`src/core/srbs_regs.svh`:
```
// register indices, field positions, reset values and recovery counts
`ifndef SRBS_REGS_SVH
`define SRBS_REGS_SVH

`define SRBS_ADDR_W 18
`define SRBS_IDX_W 16
`define SRBS_IDX_BREAK_STATUS 16'hFE00
`define SRBS_IDX_RESET_CAUSE 16'hFE01
`define SRBS_IDX_BREAK_CTRL 16'hFE03
`define SRBS_IDX_EVT_STATUS 16'hFE04
`define SRBS_IDX_EVT_CLEAR 16'hFE05
`define SRBS_IDX_EVT_ENABLE 16'hFE06
`define SRBS_IDX_LP_CONFIG 16'hFE07

`define SRBS_BIT_EXIT_FLAG 0
`define SRBS_BIT_POR 0
`define SRBS_BIT_PIN 1
`define SRBS_BIT_WATCHDOG 2
`define SRBS_BIT_BAD_OPCODE 3
`define SRBS_BIT_BAD_FETCH 4
`define SRBS_BIT_LOW_VOLTAGE 5
`define SRBS_BIT_CLEAR_ENABLE 0
`define SRBS_BIT_EVT_BREAK_EXIT 0
`define SRBS_BIT_EVT_RECOVERED 1
`define SRBS_BIT_SHORT_RECOVERY 0
`define SRBS_BIT_LP_STATE_LO 2

`define SRBS_RST_BYTE 8'h00
`define SRBS_RST_EVT 2'h0

`define SRBS_RECOVER_NORMAL 4096
`define SRBS_RECOVER_SHORT 32
`define SRBS_CNT_W 13

`endif

```
`src/core/srbs_pkg.sv`:
```
// types shared by the reset and break status block
package srbs_pkg;

  typedef enum logic [1:0] {
    LP_RUN = 2'b00,
    LP_WAIT = 2'b01,
    LP_STOP = 2'b10,
    LP_RECOVER = 2'b11
  } srbs_lp_e;

  typedef struct packed {
    logic por;
    logic pin;
    logic watchdog;
    logic bad_opcode;
    logic bad_address;
    logic address_was_fetch;
    logic low_voltage;
  } srbs_cause_s;

  typedef struct packed {
    logic recovered;
    logic break_exit;
  } srbs_evt_s;

endpackage

```
`src/core/srbs_top.sv`:
```
// reset cause, break exit status, break flag gating and stop recovery timer
//
// Register access over APB was chosen for this implementation.
`timescale 1ns/1ps
`default_nettype none
`include "srbs_regs.svh"

module srbs_top #(
  parameter int NUM_FLAGS = 8,
  parameter int NORMAL_RECOVERY = `SRBS_RECOVER_NORMAL,
  parameter int SHORT_RECOVERY = `SRBS_RECOVER_SHORT
) (
  input wire logic pclk,
  input wire logic presetn,
  input wire logic psel,
  input wire logic penable,
  input wire logic pwrite,
  input wire logic [`SRBS_ADDR_W-1:0] paddr,
  input wire logic [31:0] pwdata,
  output logic [31:0] prdata,
  output logic pready,
  output logic pslverr,
  input wire logic stop_entry,
  input wire logic wait_entry,
  input wire logic wake_interrupt,
  input wire logic break_irq,
  input wire logic break_state,
  input wire logic crystal_clock,
  input wire srbs_pkg::srbs_cause_s reset_cause,
  input wire logic [NUM_FLAGS-1:0] flag_clear_request,
  output logic [NUM_FLAGS-1:0] flag_clear_grant,
  output logic stop_mode,
  output logic recovery_busy,
  output logic recovery_done,
  output logic irq
);
  import srbs_pkg::*;

  localparam logic [`SRBS_CNT_W-1:0] NORMAL_LAST =
    `SRBS_CNT_W'(NORMAL_RECOVERY - 1);
  localparam logic [`SRBS_CNT_W-1:0] SHORT_LAST =
    `SRBS_CNT_W'(SHORT_RECOVERY - 1);

  srbs_lp_e lp_state;
  srbs_cause_s cause_q1;
  srbs_cause_s cause_q2;
  srbs_evt_s evt_status;
  srbs_evt_s evt_enable;
  logic [1:0] cap_cnt;
  logic capture;
  logic [5:0] cause_flags;
  logic exit_flag;
  logic clear_enable;
  logic short_recovery;
  logic xclk_q1;
  logic xclk_q2;
  logic xclk_q3;
  logic xclk_rise;
  logic [`SRBS_CNT_W-1:0] rec_cnt;
  logic [`SRBS_CNT_W-1:0] rec_last;
  logic rec_end;
  logic wake;
  logic set_exit;
  logic [`SRBS_IDX_W-1:0] idx;
  logic hit_bs;
  logic hit_rc;
  logic hit_bc;
  logic hit_es;
  logic hit_ec;
  logic hit_ee;
  logic hit_lp;
  logic mapped;
  logic setup;
  logic access;
  logic wr;
  logic rd;
  logic clear_allow;
  logic [31:0] next_rdata;

  // register decode; each register is one word at four times its index
  assign idx = paddr[`SRBS_ADDR_W-1:2];
  assign hit_bs = (idx == `SRBS_IDX_BREAK_STATUS);
  assign hit_rc = (idx == `SRBS_IDX_RESET_CAUSE);
  assign hit_bc = (idx == `SRBS_IDX_BREAK_CTRL);
  assign hit_es = (idx == `SRBS_IDX_EVT_STATUS);
  assign hit_ec = (idx == `SRBS_IDX_EVT_CLEAR);
  assign hit_ee = (idx == `SRBS_IDX_EVT_ENABLE);
  assign hit_lp = (idx == `SRBS_IDX_LP_CONFIG);
  assign mapped = hit_bs | hit_rc | hit_bc | hit_es | hit_ec | hit_ee
    | hit_lp;
  assign setup = psel & ~penable;
  assign access = psel & penable;
  // zero wait states, so every access phase completes
  assign pready = 1'b1;
  assign wr = access & pwrite & mapped;
  assign rd = access & ~pwrite & mapped;

  // read data is built in setup and held through the access phase
  always_comb
  begin
    next_rdata = 32'h0000_0000;
    if (hit_bs)
    begin
      next_rdata[`SRBS_BIT_EXIT_FLAG] = exit_flag;
    end
    if (hit_rc)
    begin
      next_rdata[5:0] = cause_flags;
    end
    if (hit_bc)
    begin
      next_rdata[`SRBS_BIT_CLEAR_ENABLE] = clear_enable;
    end
    if (hit_es)
    begin
      next_rdata[1:0] = evt_status;
    end
    if (hit_ee)
    begin
      next_rdata[1:0] = evt_enable;
    end
    if (hit_lp)
    begin
      next_rdata[`SRBS_BIT_SHORT_RECOVERY] = short_recovery;
      next_rdata[`SRBS_BIT_LP_STATE_LO+:2] = lp_state;
    end
  end

  always_ff @(posedge pclk or negedge presetn)
  begin
    if (!presetn)
    begin
      prdata <= 32'h0000_0000;
      pslverr <= 1'b0;
    end
    else if (setup)
    begin
      prdata <= pwrite ? 32'h0000_0000 : next_rdata;
      pslverr <= ~mapped;
    end
  end

  // reset cause inputs are levels from the reset logic: synchronise
  always_ff @(posedge pclk or negedge presetn)
  begin
    if (!presetn)
    begin
      cause_q1 <= '0;
      cause_q2 <= '0;
    end
    else
    begin
      cause_q1 <= reset_cause;
      cause_q2 <= cause_q1;
    end
  end

  // causes are caught once, after the synchroniser has filled
  always_ff @(posedge pclk or negedge presetn)
  begin
    if (!presetn)
    begin
      cap_cnt <= 2'h0;
    end
    else if (cap_cnt != 2'h3)
    begin
      cap_cnt <= cap_cnt + 2'h1;
    end
  end
  assign capture = (cap_cnt == 2'h2);

  always_ff @(posedge pclk or negedge presetn)
  begin
    if (!presetn)
    begin
      cause_flags <= 6'h00;
    end
    else if (capture)
    begin
      // capture wins over a read landing in the same cycle
      if (cause_q2.por)
      begin
        cause_flags <= 6'h00;
        cause_flags[`SRBS_BIT_POR] <= 1'b1;
      end
      else
      begin
        cause_flags[`SRBS_BIT_POR] <= 1'b0;
        cause_flags[`SRBS_BIT_PIN] <= cause_q2.pin;
        cause_flags[`SRBS_BIT_WATCHDOG] <= cause_q2.watchdog;
        cause_flags[`SRBS_BIT_BAD_OPCODE] <= cause_q2.bad_opcode;
        // data accesses to bad addresses do not count
        cause_flags[`SRBS_BIT_BAD_FETCH] <=
          cause_q2.bad_address & cause_q2.address_was_fetch;
        cause_flags[`SRBS_BIT_LOW_VOLTAGE] <=
          cause_q2.low_voltage;
      end
    end
    else if (rd && hit_rc)
    begin
      cause_flags <= 6'h00;
    end
  end

  // control registers
  always_ff @(posedge pclk or negedge presetn)
  begin
    if (!presetn)
    begin
      clear_enable <= 1'b0;
      short_recovery <= 1'b0;
      evt_enable <= `SRBS_RST_EVT;
    end
    else if (wr)
    begin
      if (hit_bc)
      begin
        clear_enable <= pwdata[`SRBS_BIT_CLEAR_ENABLE];
      end
      if (hit_lp)
      begin
        short_recovery <= pwdata[`SRBS_BIT_SHORT_RECOVERY];
      end
      if (hit_ee)
      begin
        evt_enable <= pwdata[1:0];
      end
    end
  end

  // crystal clock is sampled, not used as a clock; it must be well
  // below half of pclk for its edges to be seen
  always_ff @(posedge pclk or negedge presetn)
  begin
    if (!presetn)
    begin
      xclk_q1 <= 1'b0;
      xclk_q2 <= 1'b0;
      xclk_q3 <= 1'b0;
    end
    else
    begin
      xclk_q1 <= crystal_clock;
      xclk_q2 <= xclk_q1;
      xclk_q3 <= xclk_q2;
    end
  end
  assign xclk_rise = xclk_q2 & ~xclk_q3;

  assign wake = wake_interrupt | break_irq;
  assign rec_last = short_recovery ? SHORT_LAST : NORMAL_LAST;
  assign rec_end = (lp_state == LP_RECOVER) && xclk_rise
    && (rec_cnt == rec_last);

  always_ff @(posedge pclk or negedge presetn)
  begin
    if (!presetn)
    begin
      lp_state <= LP_RUN;
    end
    else
    begin
      unique case (lp_state)
        LP_RUN:
        begin
          if (stop_entry)
          begin
            lp_state <= LP_STOP;
          end
          else if (wait_entry)
          begin
            lp_state <= LP_WAIT;
          end
        end
        LP_WAIT:
        begin
          if (wake)
          begin
            lp_state <= LP_RUN;
          end
        end
        LP_STOP:
        begin
          if (wake)
          begin
            lp_state <= LP_RECOVER;
          end
        end
        LP_RECOVER:
        begin
          if (rec_end)
          begin
            lp_state <= LP_RUN;
          end
        end
      endcase
    end
  end

  // counter runs only in recovery, so it starts from zero each time
  always_ff @(posedge pclk or negedge presetn)
  begin
    if (!presetn)
    begin
      rec_cnt <= '0;
    end
    else if (lp_state != LP_RECOVER)
    begin
      rec_cnt <= '0;
    end
    else if (xclk_rise)
    begin
      rec_cnt <= rec_cnt + `SRBS_CNT_W'(1);
    end
  end

  always_ff @(posedge pclk or negedge presetn)
  begin
    if (!presetn)
    begin
      recovery_done <= 1'b0;
    end
    else
    begin
      recovery_done <= rec_end;
    end
  end
  assign stop_mode = (lp_state == LP_STOP);
  assign recovery_busy = (lp_state == LP_RECOVER);

  // break exit flag; a new break beats a clearing write
  assign set_exit = break_irq && ((lp_state == LP_STOP)
    || (lp_state == LP_WAIT));

  always_ff @(posedge pclk or negedge presetn)
  begin
    if (!presetn)
    begin
      exit_flag <= 1'b0;
    end
    else if (set_exit)
    begin
      exit_flag <= 1'b1;
    end
    else if (wr && hit_bs && !pwdata[`SRBS_BIT_EXIT_FLAG])
    begin
      exit_flag <= 1'b0;
    end
  end

  // sticky events, enable gated onto one level interrupt
  always_ff @(posedge pclk or negedge presetn)
  begin
    if (!presetn)
    begin
      evt_status <= `SRBS_RST_EVT;
    end
    else
    begin
      evt_status <= (evt_status & ~((wr && hit_ec) ? pwdata[1:0] : 2'h0))
        | {rec_end, set_exit};
    end
  end
  assign irq = |(evt_status & evt_enable);

  // flag clear gate; no memory, so nothing is restored after break
  // and a second step landing in break is masked like any other
  assign clear_allow = ~break_state | clear_enable;
  generate
    for (genvar g = 0; g < NUM_FLAGS; g++)
    begin : g_gate
      assign flag_clear_grant[g] = flag_clear_request[g]
        & clear_allow;
    end
  endgenerate
endmodule
`default_nettype wire

```
`config.mk`:
```
export PLATFORM = sky130hd
export DESIGN_NAME = srbs_top
export DESIGN_NICKNAME = d
export VERILOG_FILES = /design/src/core/srbs_pkg.sv /design/src/core/srbs_top.sv
export VERILOG_INCLUDE_DIRS = /design/src /design/src/core
export SDC_FILE = /design/constraint.sdc
export NUM_CORES = 1
export LEC_CHECK = 0
export BUFFER_PORTS_ARGS = -buffer_cell sky130_fd_sc_hd__buf_4
export CAP_MARGIN = 20
export CORE_ASPECT_RATIO = 1.5
export CORE_MARGIN = 5
export CORE_UTILIZATION = 44
export CTS_CLUSTER_DIAMETER = 100
export DETAILED_ROUTE_END_ITERATION = 16
export PLACE_DENSITY_LB_ADDON = 0.05
export SYNTH_ARGS = -nofsm -noshare
export SYNTH_HDL_FRONTEND = slang
export SYNTH_SLANG_ARGS = --single-unit
```
`constraint.sdc`:
```
create_clock -name pclk -period 1.9 [get_ports pclk]
set_input_delay 0.095 -clock pclk [delete_from_list [all_inputs] [get_ports pclk]]
set_output_delay 0.095 -clock pclk [all_outputs]
set_load 0.05 [all_outputs]
```
==> results of run 1 <==
==> repair_timing <==
action | in CTS | in global routing
endpoints found under the setup margin | 0 | 1
buffers inserted | 0 | 0
hold buffers | 9 | 0
endpoints found under the hold margin | 63 | 0
resized for setup | 0 | 1
==> sequential cells by signal, indices dropped and copies added (netlist names), 2 cells and up <==
name,count
cause_q1,7
cause_flags,6
evt_status,2
prdata,6
cap_cnt,2
evt_enable,2
rec_cnt,13
cause_q2,7
lp_state,2
==> routing by layer <==
layer  track usage, %  vias to the layer above  routed length, um
met5                0                        -                  0
met4            5.344                        0                 86
met3            2.710                        6                400
met2            26.31                       59               3130
met1            16.77                      965               2021
li1                 -                      978                  -
==> final cells by class <==
| class | instances | area, um2 |
|---|---|---|
| clock inverter | 2 | 17.52 |
| timing repair buffer | 75 | 585.6 |
| tap | 74 | 92.59 |
| fill | 560 | 2730 |
| inverter | 6 | 22.52 |
| clock buffer | 6 | 82.58 |
| sequential | 55 | 1378 |
| multi-input combinational | 184 | 1266 |
==> synthesized netlist by cell type, types with 3 or more instances <==
cell and count:
nor2b_1 4, nor4b_4 3, and2_1 17, ha_1 8, a22o_1 10, nand3_1 7
nand4_1 5, buf_2 3, nor4_1 3, nor2_1 7, dfrtp_1 55, and4b_1 4
o21ai_0 8, nor3_1 5, nand2b_1 5, nand2_1 20, mux2_1 5, inv_1 6
buf_4 27, xnor2_1 8, or3_1 3
==> through the flow <==
step                hold WS (ns)  power (mW)  cells  utilization, %
finish                   0.01767       2.584    402           55.79
floorplan                -0.2006       1.738    277               -
global route             0.02677       2.729    402           55.79
global placement          0.1854       1.911    385           52.68
detailed placement        0.1835       1.915    385           52.68
CTS                     0.005058       2.631    402           55.76
==> where the power goes <==
part           switching (mW)  internal, mW  leakage (nW)  total [mW]
registers              0.0347          1.22         0.691        1.25
logic                   0.413         0.231         0.903       0.645
clock network           0.382         0.306        0.0522       0.688
==> cell families after synthesis <==
| kind of cell | synth area share (%) |
|---|---|
| xor gates and xnor gates | 3.132 |
| other | 0.2686 |
| and+or+nand+nor | 21.75 |
| AOI/OAI and AO/OA | 9.664 |
| DFF | 49.22 |
| adders and majority gates | 3.580 |
| muxes | 3.535 |
| buffers and inverters | 8.859 |
==> layout by cell type, fill, tap and decap left out, drive strengths merged, types with 2 or more instances in the layout <==
master       count
inv              8
nor3             6
nor4             3
xnor2            8
nor2b            4
and4b            4
nand3            7
a22o            10
o21ai           10
or3              4
conb            27
a21oi            3
ha               8
dlygate4sd3      9
nand2           20
a22oi            2
clkbuf           6
mux2i            2
o211ai           2
nand4            6
nor2             8
a21boi           3
and2b            2
nand2b           5
mux2             7
buf             66
nand4b           2
nor4b            4
dfrtp           55
and2            17
xor2             2
==> path summary, 6_finish.rpt <==
kind / slack (ns) / endpoint / cells past startpoint
setup / recovery: 0.17 / lp_state[1]$_DFFE_PN0P_ / 5
hold / removal: 0.02 / evt_enable[1]$_DFFE_PN0P_ / 2
setup reg to reg: 0.17 / lp_state[1]$_DFFE_PN0P_ / 5
hold reg to reg: 0.36 / cause_q2[5]$_DFF_PN0_ / 0
max in group asynchronous: 1.06 / rec_cnt[5]$_DFFE_PN0P_ / 2
min in group asynchronous: 0.35 / pslverr$_DFFE_PN0P_ / 2
==> impl_metrics.ini, run 1 <==
[run_status]
status = complete, no violations

[sta]
drv_slew = 0
fin_crit_sh_pct = 91.21
clock.fmax_mhz = 577.0
worstMarginPinSlew_ns = 0.6752
rsz0062_at_grt = false
relSlewSlack_pct = 54.99
setup_viol = 0
tns_ns = 0
min_period_ns = 1.733
skew_ns = 0.006077
fin_ws_ns = 0.1670
hold_viol_final = 0

[logic_synthesis]
synth_top_area_share_pct = 49.22
synth_area_per_cell_um2 = 11.10
syn_area_um2 = 2796
yosysWarnings = 0
ys_seq_area_share_pct = 49.22
yosysTopAreaCell = dfrtp_1
ys_ff_latch = 55
synthArstFlopShare_pct = 100.0
synth_flop_cell = dfrtp_1
ys_top_cells_by_area = dfrtp_1, buf_4, and2_1
synthDistinctLibCells = 49
synthCells = 252
synth_edf_count = 0

[setup_path]
slowest_delay_ns = 0.47
arrival_ns = 1.93
worstPathMaxFanout = 6
r2r-start = rec_cnt[5]$_DFFE_PN0P_
required_ns = 2.09
crit_start = rec_cnt[5]$_DFFE_PN0P_
cpLargestDelayFamily = simple AND/OR/NAND/NOR gates
critPathBufInv = 0
cp_slowest_cell = dfrtp_2
start_kind = flip-flop
crit_type = flip-flop to flip-flop
path_cells = nor4_1 > and4b_1 > o211ai_2 > a21oi_2 > mux2_1
cp-end-kind = flip-flop

[place]
gp_congestion = 0.8017
io_buffers = 62
place_area_um2 = 3253
pre_cts_ws_ns = 0.1335
dp_hpwl_um = 4396

[detailed_routing]
drtAntennaViolNets = 0
drt_iter0_drc = 79
wl_per_cell_um = 14.03
via_per_inst = 4.995
drt-pass1-iter-count = 4
vias = 2008
routed_wl_um = 5639
drc = 0

[grt]
grt_pass1_vias = 1914
grt_start_max_net_pins = 56
antenna_found_initial = 0
grt_overflow = 0
grt_pass1_wl_um = 9080
grtUsageTotal_pct = 14.68

[layout]
n_antenna_cell = 0
drive_gt1_share_pct = 26.52
nets = 411
area_growth_pct = 23.18
design_area_um2 = 3445

[die]
die-area_um2 = 8083
num_rows = 35
core_um2 = 6175
die_y_um = 107.6
initial_core_util_pct = 45.29
die_w_um = 75.09
pin_count = 122

[clock_tree]
cts.clk_slew.worst_paths_ns = 0.10
cts_sinks = 55
cts_tree = done
worstSkewPairLatency_ns = 0.31
cts_buffers = 5
cts_buffer_depth = 2
cts-root-buf = clkbuf_8
htreeDepth = 2

[power_and_ir_drop]
vdd_drop_max_uv = 504.0
power_density_nw_per_um2 = 750.1
p_leak_nw = 1.646

[worst_hold_path]
min_path_type = input pin to flip-flop
worstHoldStart = pwdata[1]

[job]
drv_cap = 0
Power figures use the tool's default switching activity.
==> run 2: changes to the inputs <==
--- a/config.mk
+++ b/config.mk
@@ -13,6 +13,7 @@
 export CORE_UTILIZATION = 44
 export CTS_CLUSTER_DIAMETER = 100
 export DETAILED_ROUTE_END_ITERATION = 16
+export MAX_ROUTING_LAYER = met4
 export PLACE_DENSITY_LB_ADDON = 0.05
 export SYNTH_ARGS = -nofsm -noshare
 export SYNTH_HDL_FRONTEND = slang
==> run 2 against run 1 <==
Sequential power about the same. Via count increased by 0.75%. Largest power group unchanged. Hold slack hardly changed.
==> impl_metrics.ini, run 2 (synthesized netlist as in run 1, its figures left out) <==
[sta]
relSlewSlack_pct = 54.50
hold_viol_final = 0
worstMarginPinSlew_ns = 0.6825
tns_ns = 0
drv_slew = 0
hold_slack_ns = 0.01801
skew_ns = 0.008064
rsz0062_at_grt = false
min_period_ns = 1.739
fin_crit_sh_pct = 91.54
setup_viol = 0
clock.fmax_mhz = 574.9

[setup_path]
crit_type = flip-flop to flip-flop
required_ns = 2.09
r2r_cells = 5
slowest_delay_ns = 0.49
arrival_ns = 1.93
r2r-start = rec_cnt[6]$_DFFE_PN0P_
cp_slowest_cell = dfrtp_1
path_cells = nand4_4 > nor4b_4 > o211ai_2 > a21oi_2 > mux2_1
cp-end-kind = flip-flop
crit-reg2reg-capture = lp_state[1]$_DFFE_PN0P_
start_kind = flip-flop
r2r_slack_ns = 0.16
worstPathMaxFanout = 6

[clock_tree]
cts_setup_buffers = 0
cts_sinks = 55
cts_buffer_depth = 2
cts_tree = done
cts-root-buf = clkbuf_8
worstSkewPairLatency_ns = 0.31
htreeDepth = 2
cts_buffers = 5
cts.clk_slew.worst_paths_ns = 0.10

[layout]
n_antenna_cell = 0
final_cell_mix = buf_4, dfrtp_1, conb_1
drive_gt1_share_pct = 26.52
regMostFlops = rec_cnt
nets = 411
mostFrequentLayoutCell = buf_4
design_area_um2 = 3445
area_growth_pct = 23.18
fill_cells = 560
largest_reg_flops = 13
reg_top3 = rec_cnt (13), cause_q1 (7), cause_q2 (7)

[detailed_routing]
via_per_inst = 5.032
drtAntennaViolNets = 0
routed_wl_um = 5664
drt_iter0_drc = 91
wl_per_cell_um = 14.09
vias = 2023
drc = 0
drt-pass1-iter-count = 4

[power_and_ir_drop]
clockPowerShare_pct = 26.7
p_comb_share_pct = 25.0
p_leak_nw = 1.646
vdd_drop_max_uv = 503.3
switching_share_pct = 32.19
p_sw_mw = 0.8324
power.internal_mw = 1.754
power_density_nw_per_um2 = 750.8
seqPwrFrac_pct = 48.4

[grt]
grt_start_max_net_pins = 56
grt_overflow = 0
grt_pass1_vias = 1917
grtUsageTotal_pct = 15.01
antenna_found_initial = 0
grt_pass1_wl_um = 9059

[job]
drv_cap = 0

[worst_hold_path]
worstHoldStart = pwdata[1]
min_path_type = input pin to flip-flop
holdPathStages = 2
hold_end = evt_enable[1]$_DFFE_PN0P_

[run_status]
status = complete, no violations

[place]
io_buffers = 62
dp_hpwl_um = 4396
gp_congestion = 0.8133
place_area_um2 = 3253

[die]
initial_core_util_pct = 45.29
die_w_um = 75.09
pin_count = 122
core_um2 = 6175
die-area_um2 = 8083
die_y_um = 107.6
num_rows = 35
[run 2: cell counts in the layout (fill, tap and decap cells not counted)]
Identical to the previous run, type by type.
[run 2: worst max path at each step]
stage	from	slack (ns)	end	cells past startpoint
after global placement	rec_cnt[5]$_DFFE_PN0P_	0.13	lp_state[0]$_DFFE_PN0P_	5
after global routing	rec_cnt[5]$_DFFE_PN0P_	0.03	lp_state[1]$_DFFE_PN0P_	5
after detailed placement	rec_cnt[5]$_DFFE_PN0P_	0.13	lp_state[0]$_DFFE_PN0P_	5
after floorplan	lp_state[0]$_DFFE_PN0P_	0.04	lp_state[0]$_DFFE_PN0P_	6
after CTS	rec_cnt[5]$_DFFE_PN0P_	0.11	lp_state[1]$_DFFE_PN0P_	5
final	rec_cnt[6]$_DFFE_PN0P_	0.16	lp_state[1]$_DFFE_PN0P_	5
[run 2: what timing repair did]
action / in CTS / in global routing
resized for setup: 0 / 1
hold buffers: 9 / 0
hold endpoints to repair: 63 / 0
setup endpoints to repair: 0 / 1
[run 2: layout make-up]
class | instances | area [um2] | area share (%)
clock inverter | 2 | 17.52 | 0.5085
timing repair buffer | 75 | 585.6 | 17.00
inverter | 6 | 22.52 | 0.6538
sequential | 55 | 1378 | 39.99
tap | 74 | 92.59 | 2.688
multi-input combinational | 184 | 1266 | 36.76
clock buffer | 6 | 82.58 | 2.397
[run 2: metal layers]
| layer | vias up | track usage (%) | wire (um) |
|---|---|---|---|
| met5 | - | - | 0 |
| met4 | 0 | 5.344 | 83 |
| met3 | 6 | 2.710 | 416 |
| met2 | 62 | 26.68 | 3163 |
| met1 | 976 | 16.23 | 2000 |
| li1 | 979 | - | - |
[run 2: stage by stage]
step	utilization, %	power [mW]	std cells	setup slack (ns)
final	55.79	2.586	402	0.1607
after global routing	55.79	2.728	402	0.02781
after CTS	55.76	2.631	402	0.1137
after detailed placement	52.68	1.915	385	0.1335
after global placement	52.68	1.911	385	0.1274
after floorplan	-	1.738	277	0.03767
[run 2: power by group through the flow]
stage / registers [mW] / clock network [mW] / logic, mW
after global placement: 1.28 / 0 / 0.635
after global routing: 1.26 / 0.759 / 0.710
final: 1.25 / 0.689 / 0.645
after floorplan: 1.27 / 0 / 0.471
after CTS: 1.25 / 0.723 / 0.654
after detailed placement: 1.28 / 0 / 0.637
[run 2: critical path: cells and delay by family (launching register included)]
kind | cells | cell delay [ns]
AOI/OAI and AO/OA | 2 | 0.32
DFF | 1 | 0.49
and+or+nand+nor | 2 | 0.49
muxes | 1 | 0.33
==> run 3: changes to the inputs <==
--- a/config.mk
+++ b/config.mk
@@ -8,7 +8,7 @@
 export LEC_CHECK = 0
 export BUFFER_PORTS_ARGS = -buffer_cell sky130_fd_sc_hd__buf_4
 export CAP_MARGIN = 20
-export CORE_ASPECT_RATIO = 1.5
+export CORE_ASPECT_RATIO = 1.1
 export CORE_MARGIN = 5
 export CORE_UTILIZATION = 44
 export CTS_CLUSTER_DIAMETER = 100
==> run 3 against run 2 <==
Die area down 0.39%. Combinational power is 3% lower. Global-route usage decreased by 0.19 points. Critical path type unchanged. Setup slack improved by 0.020 ns. Sequential power barely moved. Utilization is essentially flat. Fmax is 1.1% higher. Non-clock buffer count stayed put. First-iteration DRC count decreased by 38%. Via count fell by 1.4%. Highest routed layer unchanged.
==> impl_metrics.ini, run 3 (synthesized netlist as in run 1, its figures left out) <==
[detailed_routing]
wl_per_cell_um = 13.42
drtAntennaViolNets = 0
routed_wl_um = 5463
vias = 1994
drc = 0
drt-pass1-iter-count = 4
via_per_inst = 4.899
drt_iter0_drc = 56

[setup_path]
path_cells = nand4_4 > nor4b_4 > o211ai_2 > a21oi_2 > mux2_1
cp_slowest_cell = dfrtp_1
r2r-start = rec_cnt[6]$_DFFE_PN0P_
r2r_cells = 5
worstPathMaxFanout = 6
cp-end-kind = flip-flop
cpLargestDelayFamily = simple AND/OR/NAND/NOR gates
required_ns = 2.09
slowest_delay_ns = 0.46
critPathBufInv = 0
crit_type = flip-flop to flip-flop
crit-reg2reg-capture = lp_state[1]$_DFFE_PN0P_
r2r_slack_ns = 0.18
start_kind = flip-flop
arrival_ns = 1.91

[layout]
area_growth_pct = 23.62
n_antenna_cell = 0
reg_top3 = rec_cnt (13), cause_q1 (7), cause_q2 (7)
largest_reg_flops = 13
mostFrequentLayoutCell = buf_4
final_cell_mix = buf_4, dfrtp_1, conb_1
drive_gt1_share_pct = 25.99
fill_cells = 565
regMostFlops = rec_cnt
multi_input_area_um2 = 1266
ff_latch_area_um2 = 1376
fin_util_pct = 55.82
nets = 411

[place]
io_buffers = 62
dp_hpwl_um = 4128
gp_congestion = 0.7986
pre_cts_ws_ns = 0.1882

[grt]
grtUsageTotal_pct = 14.81
grt_start_max_net_pins = 56
grt_overflow = 0
grt_pass1_vias = 1972
antenna_found_initial = 0
grt_pass1_wl_um = 9252

[power_and_ir_drop]
seqPwrFrac_pct = 47.6
clockPowerShare_pct = 28.7
p_sw_mw = 0.8171
power_density_nw_per_um2 = 763.5
vdd_drop_max_uv = 635.0
p_comb_share_pct = 23.7
switching_share_pct = 30.96
p_leak_nw = 1.646
power.internal_mw = 1.822

[sta]
rsz0062_at_grt = false
drv_slew = 0
hold_viol_final = 0
hold_slack_ns = 0.01287
min_period_ns = 1.720
skew_ns = 0.01092
tns_ns = 0
clock.fmax_mhz = 581.5
fin_ws_ns = 0.1804
fin_crit_sh_pct = 90.51
worstMarginPinSlew_ns = 0.6898
relSlewSlack_pct = 54.02
setup_viol = 0

[clock_tree]
cts.clk_slew.worst_paths_ns = 0.09
cts_buffer_depth = 2
cts_sinks = 55
cts_tree = done
cts_buffers = 5
cts-root-buf = clkbuf_8
htreeDepth = 2
worstSkewPairLatency_ns = 0.30

[run_status]
status = complete, no violations

[worst_hold_path]
hold_end = evt_enable[1]$_DFFE_PN0P_
worstHoldStart = pwdata[1]
holdPathStages = 2
min_path_type = input pin to flip-flop

[die]
die_y_um = 93.61
die-area_um2 = 8051
num_rows = 30
pin_count = 122
die_w_um = 86.01
core_um2 = 6193
initial_core_util_pct = 45.15

[job]
drv_cap = 0
-- run 3: changes by cell type in the layout (fill, tap and decap cells not counted) --
cell	before	now
bufinv_16	0	1
clkinvlp_4	0	1
dfrtp_2	1	0
inv_6	2	0
dfrtp_1	54	55
clkbuf_8	6	5
-- run 3: routing by layer --
layer,vias to the layer above,track usage [%],wire (um)
li1,973,-,-
met1,944,18.11,2313
met2,71,24.55,2656
met3,6,3.436,431
met4,0,4.090,61
met5,-,-,0
-- run 3: what timing repair did --
item,in CTS,in global routing
hold buffers,9,0
buffers inserted,0,0
hold endpoints to repair,63,0
gates resized for setup,0,0
-- run 3: layout make-up --
class                   count  area share (%)
clock inverters             2           1.086
multi-input cells         184           36.63
clock buffers               5           1.991
repair buffers             75           16.94
flip-flops and latches     55           39.81
well taps                  80           2.895
inverters                   6          0.6515
-- run 3: per-stage QoR --
stage	std cells	cell area [um2]	total power, mW
floorplan	277	2890	1.738
global placement	391	3261	1.886
detailed placement	391	3261	1.894
CTS	407	3457	2.681
global route	407	3457	2.803
finish	407	3457	2.640
-- run 3: power groups by stage --
stage               Combinational [mW]  Clock (mW)  Sequential (mW)
floorplan                        0.471           0             1.27
global placement                 0.608           0             1.28
detailed placement               0.614           0             1.28
CTS                              0.632       0.793             1.26
global route                     0.693       0.849             1.26
finish                           0.626       0.757             1.26
-- run 3: worst max path at each step --
stage,start,to,slack [ns],cells after the start
finish,rec_cnt[6]$_DFFE_PN0P_,lp_state[1]$_DFFE_PN0P_,0.18,5
global route,rec_cnt[6]$_DFFE_PN0P_,lp_state[1]$_DFFE_PN0P_,0.1,5
CTS,rec_cnt[6]$_DFFE_PN0P_,lp_state[1]$_DFFE_PN0P_,0.17,5
detailed placement,rec_cnt[6]$_DFFE_PN0P_,lp_state[1]$_DFFE_PN0P_,0.19,5
global placement,rec_cnt[5]$_DFFE_PN0P_,lp_state[1]$_DFFE_PN0P_,0.19,5
floorplan,lp_state[0]$_DFFE_PN0P_,lp_state[0]$_DFFE_PN0P_,0.04,6
